===== src/ulc_pkg.sv =====
package ulc_pkg;
   // Master clock and serial timing
   localparam int unsigned CLK_HZ = 100_000_000;
   localparam int unsigned MASTER_OSC_HZ = 16_000_000;
   localparam int unsigned BAUD_RATE = 115_200;
   localparam int unsigned BIT_CYCLES = CLK_HZ / BAUD_RATE;
   localparam int unsigned HALF_BIT_CYCLES = BIT_CYCLES / 2;
   localparam int unsigned DATA_BITS = 8;
   localparam int unsigned FIFO_DEPTH = 8;
   // Reset pin hold time
   localparam int unsigned RESET_HOLD_MS = 100;
   localparam int unsigned RESET_HOLD_CYCLES = RESET_HOLD_MS * (CLK_HZ / 1000);
   // Command text characters and dimming reset value
   localparam logic [7:0] CHR_A = 8'h41;
   localparam logic [7:0] CHR_T = 8'h54;
   localparam logic [7:0] CHR_O = 8'h4F;
   localparam logic [7:0] CHR_K = 8'h4B;
   localparam logic [7:0] CHR_CR = 8'h0D;
   localparam logic [7:0] CHR_LF = 8'h0A;
   localparam logic [7:0] CHR_EQ = 8'h3D;
   localparam logic [7:0] CHR_0 = 8'h30;
   localparam logic [7:0] CHR_9 = 8'h39;
   localparam logic [15:0] DIM_RESET = 16'h0000;
endpackage


===== src/ulc_link_if.sv =====
`timescale 1ns/1ps
`default_nettype none
interface ulc_link_if;
   logic dev_to_host; // Device transmit line
   logic host_to_dev; // Device receive line
   modport dev (output dev_to_host, input host_to_dev);
   modport host (input dev_to_host, output host_to_dev);
endinterface
`default_nettype wire


===== src/ulc_dev_end.sv =====
`timescale 1ns/1ps
`default_nettype none
// How it works
// - All timing from the master clock
// - Full duplex, eight-byte queue each way
// - Both ends run 115.2 kbaud
// - Eight data bits, no parity, one stop
// - Queued byte loads shifter and transmits
// - Start low, stop high, idle high
// - Falling edge when idle starts reception
// - Stop bit sampled and checked high
// - Text attention commands answered with OK
// - Dimming from analog input or commands
// - Interpreter sits between port and core
// - Reset pin low over 100 ms resets
module ulc_dev_end
   import ulc_pkg::*;
#(
   parameter int unsigned BIT_CYC = BIT_CYCLES,
   parameter int unsigned DEPTH = FIFO_DEPTH,
   parameter int unsigned RST_HOLD = RESET_HOLD_CYCLES
) (
   input wire logic clk,
   input wire logic rst,
   ulc_link_if.dev link,
   input wire logic sync_reset_pin_n,
   input wire logic [9:0] analog_dimming_input,
   output logic [15:0] dim_level,
   output logic dim_from_cmd,
   output logic [15:0] lux_target_command,
   output logic lux_target_valid,
   output logic frame_err,
   output logic overrun,
   output logic core_reset
);
   typedef enum logic [1:0] {
      PS_IDLE = 2'b00, PS_A = 2'b01, PS_CMD = 2'b10
   } ulc_parse_e;

   logic [31:0] hold_cnt_r;
   logic srst;
   logic [7:0] rxq [DEPTH];
   logic [7:0] txq [DEPTH];
   logic [3:0] rxq_wr_r, rxq_rd_r, txq_wr_r, txq_rd_r;
   logic rxq_full, rxq_empty, txq_full, txq_empty;
   logic txd_r, tx_busy_r;
   logic [15:0] tx_cnt_r;
   logic [3:0] tx_bit_r;
   logic [9:0] tx_sh_r;
   logic rxd_s_r, rx_busy_r;
   logic [15:0] rx_cnt_r;
   logic [3:0] rx_bit_r;
   logic [7:0] rx_sh_r;
   logic rx_push;
   logic [7:0] rx_byte;
   ulc_parse_e ps_r;
   logic [15:0] num_r;
   logic [1:0] ack_r;
   logic [7:0] cmd_byte;
   logic tx_push;
   logic [7:0] tx_byte;

   assign rxq_empty = rxq_wr_r == rxq_rd_r;
   assign rxq_full = (rxq_wr_r[2:0] == rxq_rd_r[2:0]) && (rxq_wr_r[3] != rxq_rd_r[3]);
   assign txq_empty = txq_wr_r == txq_rd_r;
   assign txq_full = (txq_wr_r[2:0] == txq_rd_r[2:0]) && (txq_wr_r[3] != txq_rd_r[3]);
   assign srst = rst || core_reset;
   assign link.dev_to_host = txd_r;
   assign cmd_byte = rxq[rxq_rd_r[2:0]];

   // Reset pin held low long enough resets the port and interpreter
   always_ff @(posedge clk) begin
      if (rst) begin
         hold_cnt_r <= 32'h00000000;
         core_reset <= 1'b0;
      end else if (sync_reset_pin_n) begin
         hold_cnt_r <= 32'h00000000;
         core_reset <= 1'b0;
      end else if (hold_cnt_r >= 32'(RST_HOLD)) begin
         core_reset <= 1'b1;
      end else begin
         hold_cnt_r <= hold_cnt_r + 32'h00000001;
      end
   end

   // Transmitter fed by the transmit queue, clock-derived bit timing
   always_ff @(posedge clk) begin
      if (srst) begin
         tx_busy_r <= 1'b0;
         txd_r <= 1'b1;
         tx_cnt_r <= 16'h0000;
         tx_bit_r <= 4'h0;
         tx_sh_r <= 10'h3FF;
         txq_rd_r <= 4'h0;
      end else if (!tx_busy_r) begin
         txd_r <= 1'b1;
         if (!txq_empty) begin
            tx_sh_r <= {1'b1, txq[txq_rd_r[2:0]], 1'b0};
            txq_rd_r <= txq_rd_r + 4'h1;
            tx_busy_r <= 1'b1;
            tx_cnt_r <= 16'h0000;
            tx_bit_r <= 4'h0;
         end
      end else begin
         txd_r <= tx_sh_r[0];
         if (tx_cnt_r == 16'(BIT_CYC - 1)) begin
            tx_cnt_r <= 16'h0000;
            tx_sh_r <= {1'b1, tx_sh_r[9:1]};
            if (tx_bit_r == 4'd9) begin
               tx_busy_r <= 1'b0;
            end else begin
               tx_bit_r <= tx_bit_r + 4'h1;
            end
         end else begin
            tx_cnt_r <= tx_cnt_r + 16'h0001;
         end
      end
   end

   // Transmit queue write side
   always_ff @(posedge clk) begin
      if (srst) begin
         txq_wr_r <= 4'h0;
      end else if (tx_push && !txq_full) begin
         txq[txq_wr_r[2:0]] <= tx_byte;
         txq_wr_r <= txq_wr_r + 4'h1;
      end
   end

   // Receiver: falling edge start, centre sampling, stop check
   always_ff @(posedge clk) begin
      if (srst) begin
         rxd_s_r <= 1'b1;
         rx_busy_r <= 1'b0;
         rx_cnt_r <= 16'h0000;
         rx_bit_r <= 4'h0;
         rx_sh_r <= 8'h00;
         rx_push <= 1'b0;
         rx_byte <= 8'h00;
         frame_err <= 1'b0;
      end else begin
         rxd_s_r <= link.host_to_dev;
         rx_push <= 1'b0;
         frame_err <= 1'b0;
         if (!rx_busy_r) begin
            if (rxd_s_r && !link.host_to_dev) begin
               rx_busy_r <= 1'b1;
               rx_cnt_r <= 16'(BIT_CYC / 2);
               rx_bit_r <= 4'h0;
            end
         end else if (rx_cnt_r == 16'(BIT_CYC - 1)) begin
            rx_cnt_r <= 16'h0000;
            rx_bit_r <= rx_bit_r + 4'h1;
            if (rx_bit_r == 4'd0 && link.host_to_dev) begin
               rx_busy_r <= 1'b0; // False start
            end else if (rx_bit_r >= 4'd1 && rx_bit_r <= 4'd8) begin
               rx_sh_r <= {link.host_to_dev, rx_sh_r[7:1]};
            end else if (rx_bit_r == 4'd9) begin
               rx_busy_r <= 1'b0;
               rx_byte <= rx_sh_r;
               rx_push <= link.host_to_dev;
               frame_err <= !link.host_to_dev;
            end
         end else begin
            rx_cnt_r <= rx_cnt_r + 16'h0001;
         end
      end
   end

   // Receive queue write side, drop on full
   always_ff @(posedge clk) begin
      if (srst) begin
         rxq_wr_r <= 4'h0;
         overrun <= 1'b0;
      end else begin
         overrun <= rx_push && rxq_full;
         if (rx_push && !rxq_full) begin
            rxq[rxq_wr_r[2:0]] <= rx_byte;
            rxq_wr_r <= rxq_wr_r + 4'h1;
         end
      end
   end

   // Interpreter: AT<cmd>[=num]<CR or LF> sets target, replies OK CR
   always_ff @(posedge clk) begin
      if (srst) begin
         rxq_rd_r <= 4'h0;
         ps_r <= PS_IDLE;
         num_r <= 16'h0000;
         ack_r <= 2'b00;
         tx_push <= 1'b0;
         tx_byte <= 8'h00;
         lux_target_command <= DIM_RESET;
         lux_target_valid <= 1'b0;
      end else begin
         tx_push <= 1'b0;
         lux_target_valid <= 1'b0;
         if (ack_r != 2'b00 || tx_push) begin
            if (!tx_push && !txq_full) begin
               tx_push <= 1'b1;
               case (ack_r)
                  2'b11: tx_byte <= CHR_O;
                  2'b10: tx_byte <= CHR_K;
                  default: tx_byte <= CHR_CR;
               endcase
               ack_r <= ack_r - 2'b01;
            end
         end else if (!rxq_empty) begin
            rxq_rd_r <= rxq_rd_r + 4'h1;
            case (ps_r)
               PS_IDLE: ps_r <= (cmd_byte == CHR_A) ? PS_A : PS_IDLE;
               PS_A: begin
                  ps_r <= (cmd_byte == CHR_T) ? PS_CMD : PS_IDLE;
                  num_r <= 16'h0000;
               end
               PS_CMD: begin
                  if (cmd_byte == CHR_CR || cmd_byte == CHR_LF) begin
                     lux_target_command <= num_r;
                     lux_target_valid <= 1'b1;
                     ack_r <= 2'b11;
                     ps_r <= PS_IDLE;
                  end else if (cmd_byte >= CHR_0 && cmd_byte <= CHR_9) begin
                     num_r <= 16'(num_r * 16'd10 + 16'(cmd_byte - CHR_0));
                  end
               end
               default: ps_r <= PS_IDLE;
            endcase
         end
      end
   end

   // Dimming source: analog input until a command arrives
   always_ff @(posedge clk) begin
      if (srst) begin
         dim_from_cmd <= 1'b0;
         dim_level <= DIM_RESET;
      end else if (lux_target_valid) begin
         dim_from_cmd <= 1'b1;
         dim_level <= lux_target_command;
      end else if (!dim_from_cmd) begin
         dim_level <= {6'h00, analog_dimming_input};
      end
   end
endmodule
`default_nettype wire


===== src/flat_wrapper.sv =====
// flat-port wrapper written by rule: the top's interface ports become plain ports
module ulc_dev_end_flat import ulc_pkg::*;
#(
   parameter int unsigned BIT_CYC = BIT_CYCLES,
   parameter int unsigned DEPTH = FIFO_DEPTH,
   parameter int unsigned RST_HOLD = RESET_HOLD_CYCLES
)
  (clk, rst, sync_reset_pin_n, analog_dimming_input, dim_level, dim_from_cmd, lux_target_command, lux_target_valid, frame_err, overrun, core_reset, link_dev_to_host, link_host_to_dev);
  ulc_link_if link_i ();
  input wire logic clk;
  input wire logic rst;
  input wire logic sync_reset_pin_n;
  input wire logic [9:0] analog_dimming_input;
  output logic [15:0] dim_level;
  output logic dim_from_cmd;
  output logic [15:0] lux_target_command;
  output logic lux_target_valid;
  output logic frame_err;
  output logic overrun;
  output logic core_reset;
  output wire logic [$bits(link_i.dev_to_host)-1:0] link_dev_to_host;
  input wire logic [$bits(link_i.host_to_dev)-1:0] link_host_to_dev;
  assign link_dev_to_host = link_i.dev_to_host;
  assign link_i.host_to_dev = link_host_to_dev;
  ulc_dev_end #(.BIT_CYC(BIT_CYC), .DEPTH(DEPTH), .RST_HOLD(RST_HOLD)) u_core (.clk(clk), .rst(rst), .link(link_i), .sync_reset_pin_n(sync_reset_pin_n), .analog_dimming_input(analog_dimming_input), .dim_level(dim_level), .dim_from_cmd(dim_from_cmd), .lux_target_command(lux_target_command), .lux_target_valid(lux_target_valid), .frame_err(frame_err), .overrun(overrun), .core_reset(core_reset));
endmodule

===== config.mk =====
export PLATFORM = sky130hd
export DESIGN_NAME = ulc_dev_end_flat
export DESIGN_NICKNAME = d
export VERILOG_FILES = /design/src/ulc_pkg.sv /design/src/ulc_link_if.sv /design/src/ulc_dev_end.sv /design/src/flat_wrapper.sv
export SDC_FILE = /design/constraint.sdc
export NUM_CORES = 1
export LEC_CHECK = 0
export ABC_AREA = 0
export BUFFER_PORTS_ARGS = -buffer_cell sky130_fd_sc_hd__buf_2
export CORE_MARGIN = 2
export CORE_UTILIZATION = 35
export CTS_CLUSTER_DIAMETER = 30
export DETAILED_ROUTE_END_ITERATION = 10
export PLACE_DENSITY_LB_ADDON = 0.1
export SYNTH_ARGS = -nofsm -noshare
export SYNTH_HDL_FRONTEND = slang
export SYNTH_SLANG_ARGS = --single-unit

===== constraint.sdc =====
create_clock -name clk -period 3.7 [get_ports clk]
set_input_delay 0.555 -clock clk [delete_from_list [all_inputs] [get_ports clk]]
set_output_delay 0.555 -clock clk [all_outputs]
set_load 0.05 [all_outputs]

Word level (Yosys, flattened, before mapping):

Memory sizes are Yosys's and may differ from the RTL's. A register that Yosys moved wholly into a read port is not among the register bits.
Cells that the tools add are included.

* memories kept: 2
* register bits after elaboration: 185
* word-level logic and storage cells: 181
* input bits: 14
* bits in writable memories: 128

Memories
* u_core.rxq: words 8, bits a word 8, read ports 1, clocked after Yosys merged registers in 1, wr ports 1, RTL line ulc_dev_end.sv:42 `logic [7:0] rxq [DEPTH];`
* u_core.txq: words 8, bits a word 8, read ports 1, clocked after Yosys merged registers in 1, wr ports 1, RTL line ulc_dev_end.sv:43 `logic [7:0] txq [DEPTH];`

* bitwise logic cells: 10
* add/subtract/negate cells: 12
* magnitude comparators: 5
* multiply operators: 1
* reductions and logical operators: 41
* muxes and demuxes: 53
* equal/unequal tests: 28

Operators by type and width (count)
* $mux W16: 10
* $add A16 B1 Y16 const B: 2
* $add A32 B1 Y32 const B: 1
* $eq A16 B10 Y1 const B: 2
* $ge A32 B24 Y1 const B: 1
* $pmux W16 S2: 1
* $mux W10: 3
* $mux W4: 7
* $add A4 B1 Y4 const B: 6
* $mux W1: 19
* $add A16 B16 Y16: 1
* $eq A8 B4 Y1 const B: 2
* $eq A8 B7 Y1 const B: 2
* $mul A16 B3 Y15 const B: 1
* $ne A2 B2 Y1 const B: 8
* $mux W2: 7
* $pmux W7 S2: 1
* $mux W3: 4
* $reduce_and A4 Y1: 3
* $logic_and A1 B1 Y1: 10
* $not A1 Y1: 10
* $reduce_and A2 Y1: 5
* $reduce_and A5 Y1: 2
* $reduce_bool A2 Y1: 5
* other kinds (22): 37

Longest topological paths before layout:

Gate-level depths: netlist of run 1.

* depth after elaboration: 7
* depth in mapped cells: 16
* gate-level depth less buffers: 16

Least setup slack after synthesis of run 1:

No wires, ideal clock.

* kind: register -> register
* start: register (tool-made name)
* end: register u_core.num_r[14]
* setup time: 0.115 ns
* data arrival time: 3.422 ns
* clock period less this slack: 3.538 ns
* setup slack: 0.162 ns
* cell stages (with the launch flop): 16
* cell sequence: dfxtp_1 > buf_6 > buf_6 > mux4_2 > mux2i_1 > inv_1 > ha_1 > nor2_1 > ha_1 > nand2_1 > a211oi_1 > a211oi_1 > o31ai_1 > a21oi_1 > xnor2_1 > a31o_1

RTL lines
* to (signal assigned): RTL line ulc_dev_end.sv:223 `num_r <= 16'(num_r * 16'd10 + 16'(cmd_byte - CHR_0));`
* to (decl): RTL line ulc_dev_end.sv:57 `logic [15:0] num_r;`

Worst setup path in the final report of run 1:

* start: register u_core.num_r[5]
* end: register u_core.num_r[14]

* cells in the longest elaborated chain, start to end: 5

RTL lines
* $mul A16 B3 Y15: RTL line ulc_dev_end.sv:223
* $add A16 B16 Y16: RTL line ulc_dev_end.sv:223
* $mux W16: RTL line ulc_dev_end.sv:222 `end else if (cmd_byte >= CHR_0 && cmd_byte <= CHR_9) begin`
* $mux W16: RTL line ulc_dev_end.sv:217 `if (cmd_byte == CHR_CR || cmd_byte == CHR_LF) begin`
* $pmux W16 S2: RTL line ulc_dev_end.sv:210 `case (ps_r)`

Every way passes these cells. The select of a mux whose other input is x is not followed.
A chain may end at the register's enable or synchronous reset.

==> impl_metrics.yaml, run 1 <==
detailed_routing:
  routedWlPerCell_microns: 15.6
  route.detailed.drc: 0
  wirelength_microns: 29200
  drt-initial-drc-count: 472
  antenna_left: 0
  first_pass_iters: 5
  vias: 9388
  avgViaCountPerCell: 5.03
placed_design:
  dp_cells: 1729
  dp_hpwl_microns: 19300
  place.port_buffers: 51
  globalplace.congestion: 0.758
yosys:
  synth.most_common_cell: "nor2_1"
  synth_nets: 1303
  ys_ff_latch: 273
  async_reset_ff_share_pct: 0
  synth_top_area_cell: "dfxtp_1"
  synth_top_area_share_pct: 28.9
  synth.avg_cell_area_sq_um: 10.4
  synth_area_leaders: "dfxtp_1, edfxtp_1, nor2_1, ha_1, mux2i_1"
  synthTopCellsByCount: "nor2_1, dfxtp_1, edfxtp_1, a21oi_1, nand2_1"
  synth_edf_count: 88
  synthCells: 1230
  seq_area_frac_synth_pct: 49.6
  ys.flop_type: "dfxtp_1"
  synth_area_sq_um: 12800
  ys_warn_count: 0
  ys_types: 75
timing:
  worst_slew_pin_slew_ns: 1.02
  skew_ns: 0.0243
  finalHoldViolCount: 0
  fin_hold_ws_ns: 0.289
  clock.fmax_mhz: 285
  setup_viol: 0
  maxSlewViolCount: 0
  period_needed_ns: 3.51
  slew_headroom_pct: 31.8
  period_share_pct: 95.0
  setup_tns_ns: 0
grt:
  antenna_found_initial: 0
  grt_pass1_wl_microns: 48600
  grt_pass1_vias: 9300
  top_usage_layer: "met2"
  grt_usage_pct: 15.7
  grt_max_degree: 92
  use_met1_pct: 21.1
  gr-total-overflow: 0
  groute.layer.met3.usage_pct: 3.70
  grt.met2_usage_pct: 24.4
worst_hold_path:
  whs_path_depth: 2
  worstHoldPathType: "in -> reg"
  min-delay-start: "link_host_to_dev"
  hold_end: "u_core.rx_push"
setup_path:
  crit_chain: "ha_1 -> ha_1 -> o21a_1 -> a2111oi_4 -> buf_4 -> o31ai_1 -> xor2_1 -> ha_1 -> or3_1 -> a211oi_2 -> o31ai_2 -> a21oi_2 -> xnor2_1 -> a31o_1"
  crit_required_ns: 4.16
  crit_top_cell: "ha_1"
  reg2reg_depth: 14
  r2r_end: "u_core.num_r[14]"
  r2r_setup_slack_ns: 0.19
  cp-end-kind: "flop"
  r2r-start: "u_core.num_r[5]"
  cp_max_fo: 4
  start_kind: "flop"
  cpPeakStageDelay_ns: 0.38
  cp_data_arrival_time_ns: 3.97
  cp_slowest_cell: "dfxtp_1"
  crit_type: "reg -> reg"
cts:
  cts_tree: "built"
  cts_buffer_depth: 3
  clk_latency_ns: 0.57
  numCtsBuffers: 73
  clk_pin_slew_ns: 0.04
  clock_sink_count: 273
  cts_root_buf: "clkbuf_16"
  cts.htree.levels: 3
cells_and_area:
  nets: 1410
  stdcell_count: 1866
  diodes: 0
  syn2layout_area_growth_pct: 27.8
  register_area_sq_um: 6350
  drive_gt1_share_pct: 19.7
  multi_input_area_sq_um: 6160
  fill_cells: 3384
floorplanning:
  die_area_sq_um: 38100
  initial_core_util_pct: 35.2
  die_h_microns: 195
  die_w_microns: 195
  design.core.area_sq_um: 36300
  ios: 52
  rows: 70
run_status:
  status: "finished, final reports clean"
job:
  maxCapViolCount: 0
power_and_ir_drop:
  ir_worst_vdd_mv: 0.366
  p_leak_nw: 6.47
  powerDensity_nw_per_um2: 631
[metal layers]
metal / part of all wire, % / wire length [microns]
met1: 49 / 14200
met2: 45 / 13100
met3: 4.1 / 1190
met4: 2.5 / 722
met5: 0 / 0
[per-stage QoR]
stage / utilization, % / area [sq um] / setup slack [ns] / total power, mW
floorplan: - / 12800 / 0.162 / 3.68
global placement: 37.6 / 13700 / -0.0771 / 3.82
detailed placement: 37.6 / 13700 / -0.0972 / 3.82
CTS: 44.8 / 16300 / 0.00156 / 10.5
global route: 45.0 / 16400 / -0.0248 / 10.7
finish: 45.0 / 16400 / 0.185 / 10.3
[worst max-delay path: cells and delay by family, from the launching register on]
| family | cells | cell delay, ns |
|---|---|---|
| simple gates | 1 | 0.38 |
| compound gates | 7 | 1.42 |
| buf+inv | 1 | 0.17 |
| fa+ha+maj | 3 | 0.85 |
| xor+xnor | 2 | 0.23 |
| flops | 1 | 0.38 |
[cell type report]
class / count / area share, %
Multi-Input combinational cell: 875 / 37.7
Tap cell: 468 / 3.58
Clock inverter: 55 / 4.15
Timing Repair Buffer: 85 / 3.27
Clock buffer: 81 / 11.8
Sequential cell: 273 / 38.8
Inverter: 29 / 0.666
[cells by family after synthesis]
kind of cell / after synthesis / synth area share [%]
AOI/OAI and AO/OA: 216 / 11.0
muxes: 89 / 9.71
and+or+nand+nor: 448 / 16.6
adders and majority gates: 59 / 5.88
xor gates and xnor gates: 63 / 4.42
DFF: 273 / 49.6
buffers and inverters: 82 / 2.81
[flip-flops by register name, indices dropped and copies added, names as in the netlist, 9 cells and up, named ones only]
| register | flops |
|---|---|
| u_core.dim_level | 16 |
| u_core.hold_cnt_r | 32 |
| u_core.lux_target_command | 16 |
| u_core.num_r | 16 |
| u_core.rx_cnt_r | 16 |
| u_core.rxq | 64 |
| u_core.tx_cnt_r | 16 |
| u_core.tx_sh_r | 9 |
| u_core.txq | 24 |
[worst max-delay path by stage]
stage                          startpoint  slack, ns                to  cells past startpoint
after global placement    u_core.num_r[2]      -0.08  u_core.num_r[14]                     14
after global routing      u_core.num_r[4]      -0.02  u_core.num_r[14]                     14
final                     u_core.num_r[5]       0.19  u_core.num_r[14]                     14
after detailed placement  u_core.num_r[2]       -0.1  u_core.num_r[14]                     14
after CTS                 u_core.num_r[3]      0.002  u_core.num_r[15]                     15
after floorplan                      flop       0.16  u_core.num_r[14]                     15
[cells in the final DEF (no fill, tap or decap), types with 36 or more instances in the layout]
master     instances
o21ai_0           36
ha_1              56
mux2i_1           58
xor2_1            37
buf_2             51
nand3_1           37
nand2_1           63
dfxtp_1          182
nor2_1           197
a21oi_1           66
clkbuf_16         75
edfxtp_1          88
[what timing repair did]
| item | CTS | global route |
|---|---|---|
| hold buffers | 0 | 0 |
| endpoints found under the setup margin | 1 | 6 |
| setup buffers | 0 | 1 |
| gates cloned | 0 | 0 |
| pin swaps | 0 | 5 |
| gates resized for setup | 2 | 13 |
[report_power, final]
group          internal (mW)  total, mW  switching (mW)
clock network           4.56       6.55            1.98
logic                  0.224      0.537           0.313
registers               3.16       3.23          0.0720
(Power assumes the default switching activity.)
==> inputs of run 2 (changes only) <==
Clock period 3.7 ns to 3.2 ns, I/O delays scaled along.
==> run 2 against run 1 <==
  * The run now ends with negative setup slack left
  * First-iteration DRC count decreased by 15%
  * Clock power grew 20%
  * Maximum frequency up 9.3%
  * Largest power group unchanged
==> impl_metrics.yaml, run 2 (same netlist as run 1, synthesis figures left out) <==
run_status:
  status: "finished with violations"
  violations: "negative setup slack"
power_and_ir_drop:
  p_leak_nw: 6.86
  power_mw: 12.3
  ir_worst_vdd_mv: 0.420
  powerDensity_nw_per_um2: 713
cells_and_area:
  syn2layout_area_growth_pct: 34.3
  fin_util_pct: 47.3
  layout_common_cells: "nor2_1, dfxtp_1, buf_4"
  fill_cells: 3302
  nets: 1472
  diodes: 0
  drive_gt1_share_pct: 24.8
  final_common_cell: "nor2_1"
  largest_reg_flops: 64
  register_area_sq_um: 6360
  multi_input_area_sq_um: 6400
floorplanning:
  die_h_microns: 195
  rows: 70
  initial_core_util_pct: 35.2
  die_w_microns: 195
  design.core.area_sq_um: 36300
  die_area_sq_um: 38100
  ios: 52
timing:
  timing.final.ws_setup_ns: -0.0172
  rsz0062_at_grt: "true"
  finalHoldViolCount: 0
  setup_viol: 2
  worst_slew_pin_slew_ns: 0.746
  period_needed_ns: 3.22
  skew_ns: 0.0160
  slew_headroom_pct: 50.1
  setup_tns_ns: -0.0322
  period_share_pct: 101
  clock.fmax_mhz: 311
  maxSlewViolCount: 0
  fin_hold_ws_ns: 0.189
detailed_routing:
  vias: 9505
  routedWlPerCell_microns: 15.3
  wirelength_microns: 29500
  route.detailed.drc: 0
  first_pass_iters: 4
  antenna_left: 0
  drt-initial-drc-count: 402
  avgViaCountPerCell: 4.94
setup_path:
  cp_data_arrival_time_ns: 3.66
  crit_required_ns: 3.64
  cp_max_fo: 4
  crit_type: "reg -> reg"
  cp-end-kind: "flop"
  start_kind: "flop"
grt:
  grt_max_degree: 62
  grt_pass1_wl_microns: 49000
  antenna_found_initial: 0
  gr-total-overflow: 0
  grt_pass1_vias: 9512
  grt_usage_pct: 15.8
cts:
  cts.htree.levels: 3
  clock_sink_count: 273
  cts_tree: "built"
  clk_pin_slew_ns: 0.05
  numCtsBuffers: 72
  cts_root_buf: "clkbuf_16"
  clk_latency_ns: 0.56
  cts_buffer_depth: 3
placed_design:
  dp_hpwl_microns: 19900
  globalplace.congestion: 0.745
  place.port_buffers: 51
worst_hold_path:
  worstHoldPathType: "in -> reg"
job:
  maxCapViolCount: 0
==> run 2: cell types whose count changed in the layout (fill, tap and decap cells not counted), sizes merged <==
| cell | delta |
|---|---|
| inv | -8 |
| clkinvlp | -6 |
| clkinv | +1 |
| buf | +62 |
| clkbuf | +6 |
| bufinv | +5 |
==> run 2: layout make-up <==
cell class	count	area share, %
multi-input cells	875	37.3
flip-flops and latches	273	37.0
clock buffers	86	11.6
repair buffers	148	6.18
clock inverters	47	3.89
well taps	468	3.41
inverters	29	0.633
==> run 2: worst max-delay path, stage by stage, from the launching register on <==
cell	delay, ns
dfxtp_4	0.35
ha_1	0.21
ha_4	0.18
fa_2	0.34
a21o_1	0.17
a21oi_2	0.16
o21bai_1	0.09
a21oi_2	0.19
o21ai_2	0.09
a2111o_1	0.40
o211ai_1	0.11
ha_1	0.27
a21o_1	0.17
a31oi_2	0.16
xnor2_1	0.14
o22ai_1	0.09
==> run 2: power by group <==
group          switching (mW)  leakage, nW  internal [mW]
Sequential             0.0829         2.31           3.65
Combinational           0.383         3.24          0.305
Clock                    2.13         1.30           5.71
==> run 2: metrics by stage <==
stage                     setup slack (ns)  area, sq um  std cells
final                              -0.0172        17200       1926
after global routing                -0.181        17200       1926
after CTS                           -0.140        17000       1920
after detailed placement            -0.220        14200       1783
after global placement              -0.195        14200       1783
after floorplan                    -0.0237        12900       1230
==> run 2: final timing paths <==
| check | start | endpoint | slack [ns] | depth (start not counted) |
|---|---|---|---|---|
| worst min register to register | u_core.tx_sh_r[0] | u_core.link.dev_to_host | 0.44 | 1 |
| worst max register to register | u_core.num_r[2] | u_core.num_r[15] | -0.02 | 15 |
| worst min-delay path | link_host_to_dev | u_core.rx_push | 0.19 | 2 |
| worst max-delay path | u_core.num_r[2] | u_core.num_r[15] | -0.02 | 15 |
==> run 2: timing repair <==
item | CTS | global route
cloned | 0 | 1
pin swaps | 26 | 15
setup buffers | 4 | 5
setup endpoints to repair | 6 | 15
hold buffers | 0 | 0
gates resized for setup | 19 | 24
==> run 2: metal layers <==
metal,global-route usage (%),up-vias,wire [microns]
met5,0,-,0
met4,6.56,0,767
met3,3.58,58,1050
met2,24.9,137,13200
met1,21.1,4463,14500
li1,-,4847,-
==> inputs of run 3 (changes only) <==
==> constraint.sdc (replaced) <==
create_clock -name clk -period 3.2 [get_ports clk]
set_input_delay 0.96 -clock clk [delete_from_list [all_inputs] [get_ports clk]]
set_output_delay 0.96 -clock clk [all_outputs]
set_load 0.05 [all_outputs]
==> run 3 against run 2 <==
  * The run still ends with negative setup slack left
  * Critical path depth increased by 1
  * Power up 2.8%
  * Count of clock-buffer cells in the layout up 9
  * Wire length is 1.7% higher
  * Clock power grew 4.3%
  * First-iteration DRC count rose by 0.50%
  * Critical path type unchanged
  * Critical endpoint is now u_core.num_r[14]
  * Largest power group unchanged
  * Highest routed layer unchanged
==> impl_metrics.yaml, run 3 (same netlist as run 1, synthesis figures left out) <==
run_status:
  status: "finished with violations"
  violations: "negative setup slack"
floorplanning:
  ios: 52
  die_area_sq_um: 38100
  initial_core_util_pct: 35.2
  design.core.area_sq_um: 36300
  die_w_microns: 195
  rows: 70
  die_h_microns: 195
cts:
  clk_latency_ns: 0.58
  cts_root_buf: "clkbuf_16"
  cts.htree.levels: 3
  clk_pin_slew_ns: 0.05
  numCtsBuffers: 76
  cts_buffer_depth: 3
  cts_tree: "built"
  clock_sink_count: 273
detailed_routing:
  antenna_left: 0
  vias: 9628
  drt-initial-drc-count: 404
  routedWlPerCell_microns: 15.5
  avgViaCountPerCell: 4.98
  route.detailed.drc: 0
  wirelength_microns: 30000
  first_pass_iters: 5
setup_path:
  cp_slowest_cell: "dfxtp_4"
  cpPeakStageDelay_ns: 0.38
  cp_data_arrival_time_ns: 3.77
  r2r_setup_slack_ns: -0.12
  crit_required_ns: 3.65
  start_kind: "flop"
  cp_max_fo: 4
  crit_type: "reg -> reg"
  cp-end-kind: "flop"
  crit_chain: "ha_4 -> ha_4 -> fa_2 -> a21o_1 -> a21oi_2 -> o21bai_1 -> a21oi_2 -> buf_4 -> xnor2_4 -> ha_4 -> or3_4 -> a211oi_4 -> o31ai_2 -> a21oi_2 -> xnor2_1 -> a31o_1"
timing:
  period_share_pct: 104
  worst_slew_pin_slew_ns: 0.724
  setup_viol: 3
  timing.final.ws_setup_ns: -0.116
  period_needed_ns: 3.32
  finalHoldViolCount: 0
  maxSlewViolCount: 0
  rsz0062_at_grt: "true"
  setup_tns_ns: -0.227
  clock.fmax_mhz: 302
  slew_headroom_pct: 51.6
  fin_hold_ws_ns: 0.445
  skew_ns: 0.0321
grt:
  grt_max_degree: 77
  grt_pass1_wl_microns: 48900
  antenna_found_initial: 0
  gr-total-overflow: 0
  grt_pass1_vias: 9496
  grt_usage_pct: 15.9
cells_and_area:
  fill_cells: 3348
  final_common_cell: "nor2_1"
  layout_common_cells: "nor2_1, dfxtp_1, buf_4"
  drive_gt1_share_pct: 26.8
  largest_reg_flops: 64
  diodes: 0
  syn2layout_area_growth_pct: 36.6
  nets: 1478
power_and_ir_drop:
  p_leak_nw: 6.93
  powerDensity_nw_per_um2: 720
  power_mw: 12.6
  ir_worst_vdd_mv: 0.501
worst_hold_path:
  worstHoldPathType: "reg -> reg"
placed_design:
  place.port_buffers: 51
  globalplace.congestion: 0.761
  dp_hpwl_microns: 19900
job:
  maxCapViolCount: 0
==> run 3: what timing repair did <==
item / CTS / global route
hold buffers: 0 / 0
buffers inserted: 3 / 13
setup endpoints to repair: 6 / 14
gates cloned: 0 / 1
resized for setup: 27 / 47
pin swaps: 25 / 44
==> run 3: final cells by class <==
class                   instances  area, sq um  area share (%)
clock buffers                  95         2130            12.2
clock inverters                43          681            3.89
inverters                      29          109           0.623
multi-input cells             875         6540            37.4
flip-flops and latches        273         6370            36.4
well taps                     468          586            3.35
repair buffers                150         1070            6.13
==> run 3: metrics by stage <==
stage	util, %	area (sq um)	cells	setup slack (ns)
after floorplan	-	12900	1230	-0.0237
after global placement	38.9	14200	1778	-0.179
after detailed placement	38.9	14200	1778	-0.255
after CTS	47.1	17100	1919	-0.139
after global routing	48.1	17500	1933	-0.247
final	48.1	17500	1933	-0.116
==> run 3: path summary, 6_finish.rpt <==
kind,end,from,depth (start not counted)
worst max-delay path,u_core.num_r[14],u_core.num_r[3],16
worst min-delay path,u_core.link.dev_to_host,u_core.tx_sh_r[0],1
worst max register to register,u_core.num_r[14],u_core.num_r[3],16
worst min register to register,u_core.link.dev_to_host,u_core.tx_sh_r[0],1
==> run 3: report_power, final <==
part / switching (mW) / internal (mW) / total [mW]
logic: 0.383 / 0.312 / 0.695
registers: 0.0823 / 3.65 / 3.73
clock network: 2.26 / 5.91 / 8.17
total: 2.72 / 9.87 / 12.6
==> run 3: per-layer routing <==
metal	global-route usage (%)	vias to the layer above	part of all wire (%)
li1	-	4852	-
met1	20.8	4565	48
met2	25.0	163	46
met3	3.56	48	3.6
met4	7.49	0	2.5
met5	0	-	0
==> run 3: critical path: cells and delay by family (launching register included) <==
| kind | cells | cell delay, ns |
|---|---|---|
| flip-flops | 1 | 0.38 |
| buffers and inverters | 1 | 0.17 |
| adder cells (fa/ha/maj) | 4 | 0.88 |
| AND/OR/NAND/NOR | 1 | 0.33 |
| XOR/XNOR | 2 | 0.15 |
| AO/OA/AOI/OAI | 8 | 1.27 |
